**src/verilog/uvpc_consts.vh**
```
// Constants for the memory programming and read controller.
// Assumes inclusion by bare name from the controller design files.
// Functional notes
// - Programming needs raised supply and select/strobe driven low.
// - Within a programming operation, select/strobe is low only for the write pulse.
// - Address and data byte are presented during programming.
// - Single-shot programming uses one 10 ms pulse per location.
// - Never switch the programming supply while select and strobe are low.
// - Signature read: bit 9 high voltage, select/enable low, others low; the code drives bit 0 from the request.
`ifndef UVPC_CONSTS_VH
`define UVPC_CONSTS_VH

// ----------------------------------------
// Widths
// ----------------------------------------
`define UVPC_ADDR_W 15
`define UVPC_DATA_W 8
`define UVPC_ERASED_BYTE 8'hFF

// ----------------------------------------
// Timing, in ns, and cycle counts at 10 ns
// ----------------------------------------
`define UVPC_CLK_NS 10
`define UVPC_T_SETUP_NS 2000
`define UVPC_T_PULSE_NS 10000000
`define UVPC_T_ACCESS_NS 130
`define UVPC_T_FLOAT_NS 130
`define UVPC_SETUP_CYC \
  ((`UVPC_T_SETUP_NS + `UVPC_CLK_NS - 1) / `UVPC_CLK_NS)
`define UVPC_PULSE_CYC (`UVPC_T_PULSE_NS / `UVPC_CLK_NS)
`define UVPC_ACCESS_CYC \
  ((`UVPC_T_ACCESS_NS + `UVPC_CLK_NS - 1) / `UVPC_CLK_NS)
`define UVPC_FLOAT_CYC \
  ((`UVPC_T_FLOAT_NS + `UVPC_CLK_NS - 1) / `UVPC_CLK_NS)
`define UVPC_CNT_W 24

// ----------------------------------------
// Operation codes
// ----------------------------------------
`define UVPC_OP_READ 2'h0
`define UVPC_OP_PROG 2'h1
`define UVPC_OP_SIG 2'h2
`define UVPC_OP_VERIFY 2'h3

`endif

```
**src/verilog/uvpc_sync.v**
```verilog
// Two flip-flop synchroniser for a bus of pin inputs.
// Assumes the pins are asynchronous to clk.
`timescale 1ns/100ps
`default_nettype none
module uvpc_sync #(
  parameter W = 8
) (
  // Clock and reset
  input wire clk,
  input wire rst_n,
  // Data
  input wire [W-1:0] async_in,
  output reg [W-1:0] sync_out
);
  reg [W-1:0] meta_reg;

  // First stage feeds only the second
  always @(posedge clk or negedge rst_n) begin
    if (!rst_n) begin
      meta_reg <= {W{1'b0}};
      sync_out <= {W{1'b0}};
    end else begin
      meta_reg <= async_in;
      sync_out <= meta_reg;
    end
  end
endmodule
`default_nettype wire

```
**src/verilog/uvpc_ctrl.v**
```verilog
// Host controller that reads, programs, verifies and reads the signature
// of a 32K x 8 erasable memory through its pins.
// Assumes pin inputs are asynchronous and the supply switches are external.
`timescale 1ns/100ps
`default_nettype none
`include "uvpc_consts.vh"
module uvpc_ctrl #(
  parameter PULSE_CYC = `UVPC_PULSE_CYC
) (
  // Clock and reset
  input wire clk,
  input wire rst_n,
  // User request
  input wire req_valid,
  input wire [1:0] req_op,
  input wire [`UVPC_ADDR_W-1:0] req_addr,
  input wire [`UVPC_DATA_W-1:0] req_wdata,
  output reg req_ready,
  // User answer
  output reg rsp_valid,
  output reg [`UVPC_DATA_W-1:0] rsp_rdata,
  output reg rsp_error,
  // Memory pins
  output reg [`UVPC_ADDR_W-1:0] mem_addr,
  output reg select_and_program_strobe_n,
  output reg output_enable_n,
  output reg prog_supply_high,
  output reg signature_select_hv,
  output reg [`UVPC_DATA_W-1:0] mem_dq_out,
  output reg mem_dq_oe_n,
  input wire [`UVPC_DATA_W-1:0] mem_dq_in
);
  // ----------------------------------------
  // States
  // ----------------------------------------
  localparam S_IDLE = 3'h0;
  localparam S_SETUP = 3'h1;
  localparam S_ACCESS = 3'h2;
  localparam S_PULSE = 3'h3;
  localparam S_HOLD = 3'h4;
  localparam S_FLOAT = 3'h5;
  localparam S_DONE = 3'h6;

  // ----------------------------------------
  // Counter loads
  // ----------------------------------------
  // Kept as integers and cut to the counter width where loaded; the
  // longest load, the write pulse at its default, still fits 24 bits.
  localparam integer SETUP_CNT = `UVPC_SETUP_CYC;
  localparam integer ACCESS_CNT = `UVPC_ACCESS_CYC + 2; // Two sync flops
  localparam integer FLOAT_CNT = `UVPC_FLOAT_CYC + `UVPC_SETUP_CYC;

  reg [2:0] state_reg;
  reg [1:0] op_reg;
  reg [`UVPC_CNT_W-1:0] cnt_reg;
  reg [`UVPC_DATA_W-1:0] wdata_reg;
  wire [`UVPC_DATA_W-1:0] dq_sync;
  wire req_take;
  wire req_is_prog;
  wire req_is_sig;
  wire req_raises_supply;
  wire op_is_prog;
  wire op_is_verify;
  wire verify_miss;
  wire cnt_last;

  // ----------------------------------------
  // Request and operation decode
  // ----------------------------------------
  // Verify raises the supply as program does, since the device only
  // hands a byte back for checking while the supply stands raised.
  assign req_take = req_valid && req_ready;
  assign req_is_prog = (req_op == `UVPC_OP_PROG);
  assign req_is_sig = (req_op == `UVPC_OP_SIG);
  assign req_raises_supply = req_is_prog || (req_op == `UVPC_OP_VERIFY);
  assign op_is_prog = (op_reg == `UVPC_OP_PROG);
  assign op_is_verify = (op_reg == `UVPC_OP_VERIFY);
  // A verify miss flags the byte; programming only clears bits
  assign verify_miss = op_is_verify && (dq_sync != wdata_reg);
  // Counters load N and stop at one, so each phase lasts N cycles
  assign cnt_last = (cnt_reg <= 1);

  // ----------------------------------------
  // Pin synchroniser
  // ----------------------------------------
  // Data pins pass two flops before use
  uvpc_sync #(
    .W(`UVPC_DATA_W)
  ) u_sync (
    .clk(clk),
    .rst_n(rst_n),
    .async_in(mem_dq_in),
    .sync_out(dq_sync)
  );

  // ----------------------------------------
  // Sequencer
  // ----------------------------------------
  // Idle parks the pins in standby: select high with the supply low floats the device outputs
  // whatever enable does, so bus contention cannot occur between ops.
  always @(posedge clk or negedge rst_n) begin
    if (!rst_n) begin
      state_reg <= S_IDLE;
      op_reg <= `UVPC_OP_READ;
      cnt_reg <= {`UVPC_CNT_W{1'b0}};
      wdata_reg <= {`UVPC_DATA_W{1'b0}};
      req_ready <= 1'b0;
      rsp_valid <= 1'b0;
      rsp_rdata <= {`UVPC_DATA_W{1'b0}};
      rsp_error <= 1'b0;
      mem_addr <= {`UVPC_ADDR_W{1'b0}};
      select_and_program_strobe_n <= 1'b1;
      output_enable_n <= 1'b1;
      prog_supply_high <= 1'b0;
      signature_select_hv <= 1'b0;
      mem_dq_out <= {`UVPC_DATA_W{1'b0}};
      mem_dq_oe_n <= 1'b1;
    end else begin
      rsp_valid <= 1'b0;
      case (state_reg)
        // Ready only here, so a request during an op waits its turn
        S_IDLE: begin
          req_ready <= 1'b1;
          if (req_take) begin
            req_ready <= 1'b0;
            op_reg <= req_op;
            wdata_reg <= req_wdata;
            cnt_reg <= SETUP_CNT[`UVPC_CNT_W-1:0];
            state_reg <= S_SETUP;
            if (req_is_sig) begin
              // Only bit 0 follows the request; others held low
              mem_addr <= {{(`UVPC_ADDR_W-1){1'b0}}, req_addr[0]};
              signature_select_hv <= 1'b1;
            end else begin
              mem_addr <= req_addr;
            end
            // Supply is raised while select is still high
            if (req_raises_supply) begin
              prog_supply_high <= 1'b1;
            end
            if (req_is_prog) begin
              mem_dq_out <= req_wdata;
              mem_dq_oe_n <= 1'b0;
            end
          end
        end
        S_SETUP: begin
          // Address, data and supply settle before any strobe
          if (cnt_last) begin
            if (op_is_prog) begin
              // Enable high with select low is program mode
              select_and_program_strobe_n <= 1'b0;
              cnt_reg <= PULSE_CYC[`UVPC_CNT_W-1:0];
              state_reg <= S_PULSE;
            end else begin
              // Select and enable low: read, verify or signature
              select_and_program_strobe_n <= 1'b0;
              output_enable_n <= 1'b0;
              cnt_reg <= ACCESS_CNT[`UVPC_CNT_W-1:0];
              state_reg <= S_ACCESS;
            end
          end else begin
            cnt_reg <= cnt_reg - 1'b1;
          end
        end
        S_PULSE: begin
          // Exactly one pulse, strobe held low throughout
          if (cnt_last) begin
            select_and_program_strobe_n <= 1'b1;
            cnt_reg <= SETUP_CNT[`UVPC_CNT_W-1:0];
            state_reg <= S_HOLD;
          end else begin
            cnt_reg <= cnt_reg - 1'b1;
          end
        end
        S_HOLD: begin
          // Data hold after strobe rises, then release the bus
          if (cnt_last) begin
            mem_dq_oe_n <= 1'b1;
            cnt_reg <= SETUP_CNT[`UVPC_CNT_W-1:0];
            state_reg <= S_FLOAT;
          end else begin
            cnt_reg <= cnt_reg - 1'b1;
          end
        end
        S_ACCESS: begin
          // Access time plus two synchroniser cycles
          if (cnt_last) begin
            rsp_rdata <= dq_sync;
            rsp_error <= verify_miss;
            select_and_program_strobe_n <= 1'b1;
            output_enable_n <= 1'b1;
            cnt_reg <= FLOAT_CNT[`UVPC_CNT_W-1:0];
            state_reg <= S_FLOAT;
          end else begin
            cnt_reg <= cnt_reg - 1'b1;
          end
        end
        S_FLOAT: begin
          // Device floats and supply drops only with select high
          if (cnt_last) begin
            prog_supply_high <= 1'b0;
            signature_select_hv <= 1'b0;
            state_reg <= S_DONE;
          end else begin
            cnt_reg <= cnt_reg - 1'b1;
          end
        end
        // Answer pulse; a write reports the byte it placed on the pins
        S_DONE: begin
          if (op_is_prog) begin
            rsp_error <= 1'b0;
            rsp_rdata <= wdata_reg;
          end
          rsp_valid <= 1'b1;
          state_reg <= S_IDLE;
        end
        // Unused codes fall back to idle with the pins left as they stand
        default: begin
          state_reg <= S_IDLE;
        end
      endcase
    end
  end
endmodule
`default_nettype wire

```
**config.mk**
```make
export PLATFORM = sky130hd
export DESIGN_NAME = uvpc_ctrl
export DESIGN_NICKNAME = d
export VERILOG_FILES = /design/src/verilog/uvpc_sync.v /design/src/verilog/uvpc_ctrl.v
export VERILOG_INCLUDE_DIRS = /design/src /design/src/verilog
export SDC_FILE = /design/constraint.sdc
export NUM_CORES = 1
export LEC_CHECK = 0
export BUFFER_PORTS_ARGS = -buffer_cell sky130_fd_sc_hd__clkbuf_2
export CAP_MARGIN = 20
export CORE_UTILIZATION = 35
export DETAILED_ROUTE_END_ITERATION = 10
export GPL_TIMING_DRIVEN = 0
export SYNTH_ARGS = -nofsm -noshare
export SYNTH_HDL_FRONTEND = slang
export SYNTH_SLANG_ARGS = --single-unit
```
**constraint.sdc**
```tcl
create_clock -name clk -period 3.8 [get_ports clk]
set_input_delay 0.38 -clock clk [delete_from_list [all_inputs] [get_ports clk]]
set_output_delay 0.38 -clock clk [all_outputs]
set_load 0.005 [all_outputs]
```
==> impl_summary.log <==
[metrics] number of nets at the end of the flow: 569
[metrics] core area: between 10000 and 15000 sq um
[metrics] share of synthesized registers carrying an async set or reset: 100%
[metrics] most instantiated library cell after synthesis: sky130_fd_sc_hd__dfrtp_1
[metrics] fraction of power spent switching nets: between 30% and 40%
[metrics] TritonCTS clock tree: yes
[metrics] number of standard-cell rows in the floorplan: 40
[metrics] worst setup slack after layout: around 1.1 ns
[metrics] static leakage: approximately 2.5 nW
[metrics] capturing element type of the critical path: flip-flop
[metrics] pre-CTS setup slack: 1.15 ns
[metrics] commonest cells in the synthesized netlist: sky130_fd_sc_hd__dfrtp_1, sky130_fd_sc_hd__nand2_1, sky130_fd_sc_hd__nand3_1
[metrics] Switching Power: between 0.001 and 0.0015 W
[metrics] number of buffer cells added on primary ports: 74
[metrics] maximum buffer depth of the clock tree: 2
[metrics] portion of synthesized cell area occupied by the leading cell type: between 40% and 50%
[metrics] critical path class: flip-flop to flip-flop
[metrics] clock insertion delay at the later pin of the skew report: 0.35 ns
[metrics] Worst Hold Class: input port to asynchronous set/reset pin
[metrics] number of iterations in the first detailed-routing pass: 5
[metrics] count of distinct cell types in the synthesized netlist: 65
[metrics] cells along the critical path: inv_1 -> ha_1 -> o2111a_1 -> buf_4 -> a21oi_2 -> clkbuf_1 -> o31ai_1 -> a31oi_1
[metrics] fraction of layout cells with a size suffix above 1: 25.7%
[metrics] die footprint: approximately 13000 sq um
[metrics] Synth Flop Type: sky130_fd_sc_hd__dfrtp_1
[metrics] Clk network pwr share: 26.7%
[metrics] power density relative to cell area: between 600 and 700 nW/um^2
[metrics] routed vias: 3774
[metrics] Worst path top cell family by delay: compound AO/OA/AOI/OAI gates
[metrics] upper clock frequency limit: 373 MHz
[metrics] dpl hpwl: ~8100 um
[metrics] critical path peak fanout: 10
[metrics] antenna violation net count after detailed routing: 0
[metrics] fillers: between 1k and 1.5k
[metrics] Die Wd: about 120 um
[metrics] number of global-route vias before repair: 3708
[metrics] area of the multi-input gates: 2050 sq um
[metrics] area growth from synthesis to layout: 20.4%
[metrics] Initial Util: between 30% and 40%
[metrics] number of endpoints with negative hold slack in the final report: 0
[metrics] worst IR drop on VDD: 0.253 mV
[metrics] combinational share of power: a little over 30%
[metrics] Clk Tree Root Cell: sky130_fd_sc_hd__clkbuf_16
[metrics] overall die height: approximately 120 um
[metrics] clock-pin slew on the worst setup and hold paths: 0.07 ns
[metrics] number of standard cells in the final layout excluding fillers: about 700
[metrics] post_cts resized: 0
[metrics] number of synthesized flops with an enable pin: 0
[metrics] syn_area_per_cell: 10.1 sq um
[metrics] cell-internal power: about 0.0021 W
[metrics] cells after synthesis: around 450
[metrics] arrival time of the worst setup path: roughly 3.0 ns
[metrics] pin count of the biggest net entering global routing: 58
[metrics] final core occ: approximately 44%
[metrics] clock sink count: between 90 and 100
[metrics] number of hold-repair buffers added at the cts stage: 0
[metrics] max capacitance violation total: 0
[metrics] slew of the pin with the lowest slew margin: about 1.1 ns
[metrics] total inserted antenna cells: 0
[metrics] leading post-synthesis cells by cell area: sky130_fd_sc_hd__dfrtp_1, sky130_fd_sc_hd__nand2_1, sky130_fd_sc_hd__mux2_2
[metrics] library cell contributing the largest single delay on the critical path: sky130_fd_sc_hd__clkbuf_1
[metrics] combined area of all synthesized cells: 4480 sq um
[metrics] proportion of power drawn by flip-flops and latches: 42.3%
[metrics] net count after synthesis: around 480
[metrics] IO Pins: between 70 and 80
[metrics] global placement routability congestion: 0.878
[metrics] register bit count reported by yosys: 92
[metrics] number of buffers and inverters on the critical path: 3
[metrics] total global routing overflow: 0
[metrics] H-tree levels: 3
[metrics] number of flip-flops under the largest register name: 24
[metrics] TNS Setup: 0 ns
[metrics] drc violations: 0
[metrics] Placed Cells: 688
[metrics] run status: finished, final reports clean
[metrics] setup repair after global routing missed its margin: no
[metrics] Synthesis Warnings: 0
[metrics] wire length of the first global-routing pass: 19300 um
[metrics] Post-CTS Repair Setup Buffers: 0
[metrics] area taken by flip-flops and latches: around 2300 sq um
[metrics] Final Slew Violations: 0
[metrics] final setup violation count: 0
[metrics] routed length per placed instance: 16.5 um
[metrics] maximum clock skew at final layout: roughly 0.0095 ns
[metrics] crit-path max cell delay: around 0.50 ns
[metrics] cell accounting for the most synthesized area: sky130_fd_sc_hd__dfrtp_1
[metrics] average vias per placed instance: 5.36
[metrics] final wirelength: 11600 um
[metrics] Total Routing Usage GR: a little under a fifth
[metrics] shortest clock period the worst path allows after layout: 2.68 ns
[metrics] number of antenna violations at the first check in global routing: 0
[metrics] drt first-iter violations: 308
[metrics] worst relative slew slack: around 26%
[metrics] overall power of the completed layout: roughly 0.0034 W
[metrics] nature of the critical path startpoint: flip-flop
[metrics] post-synthesis sequential area ratio: between 50% and 60%
[metrics] Final Cycle Share: 70.6%
[metrics] worst endpoint required time: 4.06 ns
[metrics] number of buffers inserted during clock tree synthesis: 9
-- power groups by stage --
stage	clock, W	sequential (W)	combinational [W]
floorplan	0	0.00141	0.000719
global placement	0	0.00144	0.00103
detailed placement	0	0.00145	0.00104
CTS	0.000936	0.00144	0.00105
global route	0.000975	0.00148	0.00117
finish	0.000908	0.00144	0.00106
-- final cells by class --
cell class                 count  share of cell area (%)
timing repair buffer          75                    7.42
buffer                        19                    1.62
tap                          168                    3.89
sequential                    92                    42.7
clock buffer                  10                    4.43
clock inverter                 6                    1.21
multi-input combinational    323                    38.0
inverter                      11                   0.765
-- per-layer routing --
metal	wire length [um]	global-route usage [%]	part of all wire (%)	vias up
met5	0	0	0	-
met3	736	4.59	6.3	14
met2	5220	28.7	45	130
li1	-	-	-	1782
met4	177	6.49	1.5	0
met1	5490	26.5	47	1848
-- cells by family (layout without fill, tap and decap cells) --
kind of cell,count (synthesis),count (layout),share of synthesized area (%)
AOI/OAI and AO/OA,89,89,13.9
xor gates and xnor gates,10,10,1.95
adders and majority gates,2,2,0.558
buffers and inverters,30,121,2.87
DFF,92,92,51.4
muxes,28,28,7.06
and+or+nand+nor,194,194,22.3
-- final timing paths --
kind / startpoint / to / slack (ns) / depth (start not counted)
min in group clk: mem_dq_in[0] / u_sync.meta_reg[0] / 0.13 / 1
min: rst_n / u_sync.meta_reg[7] / 0.03 / 1
max in group asynchronous: rst_n / select_and_program_strobe_n / 3.07 / 2
max: cnt_reg[0] / cnt_reg[21] / 1.12 / 8
min reg2reg: u_sync.meta_reg[6] / u_sync.sync_out[6] / 0.35 / 0
max reg2reg: cnt_reg[0] / cnt_reg[21] / 1.12 / 8
-- cell usage in the layout (no fill, tap or decap), types with 3 or more instances in the layout --
master                       n
sky130_fd_sc_hd__nor3_1     11
sky130_fd_sc_hd__clkbuf_1    8
sky130_fd_sc_hd__mux2_1      6
sky130_fd_sc_hd__dfrtp_1    89
sky130_fd_sc_hd__nor4_2      3
sky130_fd_sc_hd__xor2_1      8
sky130_fd_sc_hd__a211oi_1    8
sky130_fd_sc_hd__nand2b_1    5
sky130_fd_sc_hd__buf_2       4
sky130_fd_sc_hd__o21ai_0     9
sky130_fd_sc_hd__dfstp_2     3
sky130_fd_sc_hd__nor2b_1     6
sky130_fd_sc_hd__o211ai_1    4
sky130_fd_sc_hd__or3_1      10
sky130_fd_sc_hd__buf_4       3
sky130_fd_sc_hd__or4_1       3
sky130_fd_sc_hd__clkbuf_16   9
sky130_fd_sc_hd__buf_1       4
sky130_fd_sc_hd__nor4_1      5
sky130_fd_sc_hd__a31oi_1     6
sky130_fd_sc_hd__nand3_1    30
sky130_fd_sc_hd__a21oi_1    17
sky130_fd_sc_hd__and2_1      4
sky130_fd_sc_hd__nand2_1    77
sky130_fd_sc_hd__o31ai_1     5
sky130_fd_sc_hd__nand4_1     5
sky130_fd_sc_hd__o21ai_1    13
sky130_fd_sc_hd__nor2_1     20
sky130_fd_sc_hd__mux2_2     20
sky130_fd_sc_hd__clkbuf_2   73
sky130_fd_sc_hd__o221ai_1    3
sky130_fd_sc_hd__inv_1      11
-- through the flow --
stage	cell area, sq um	hold slack, ns
after floorplan	4480	0.0844
after global placement	5060	0.333
after detailed placement	5090	0.335
after CTS	5400	0.0345
after global routing	5400	0.0573
final	5400	0.0264
No activity file was read; power rests on OpenSTA's default activity.
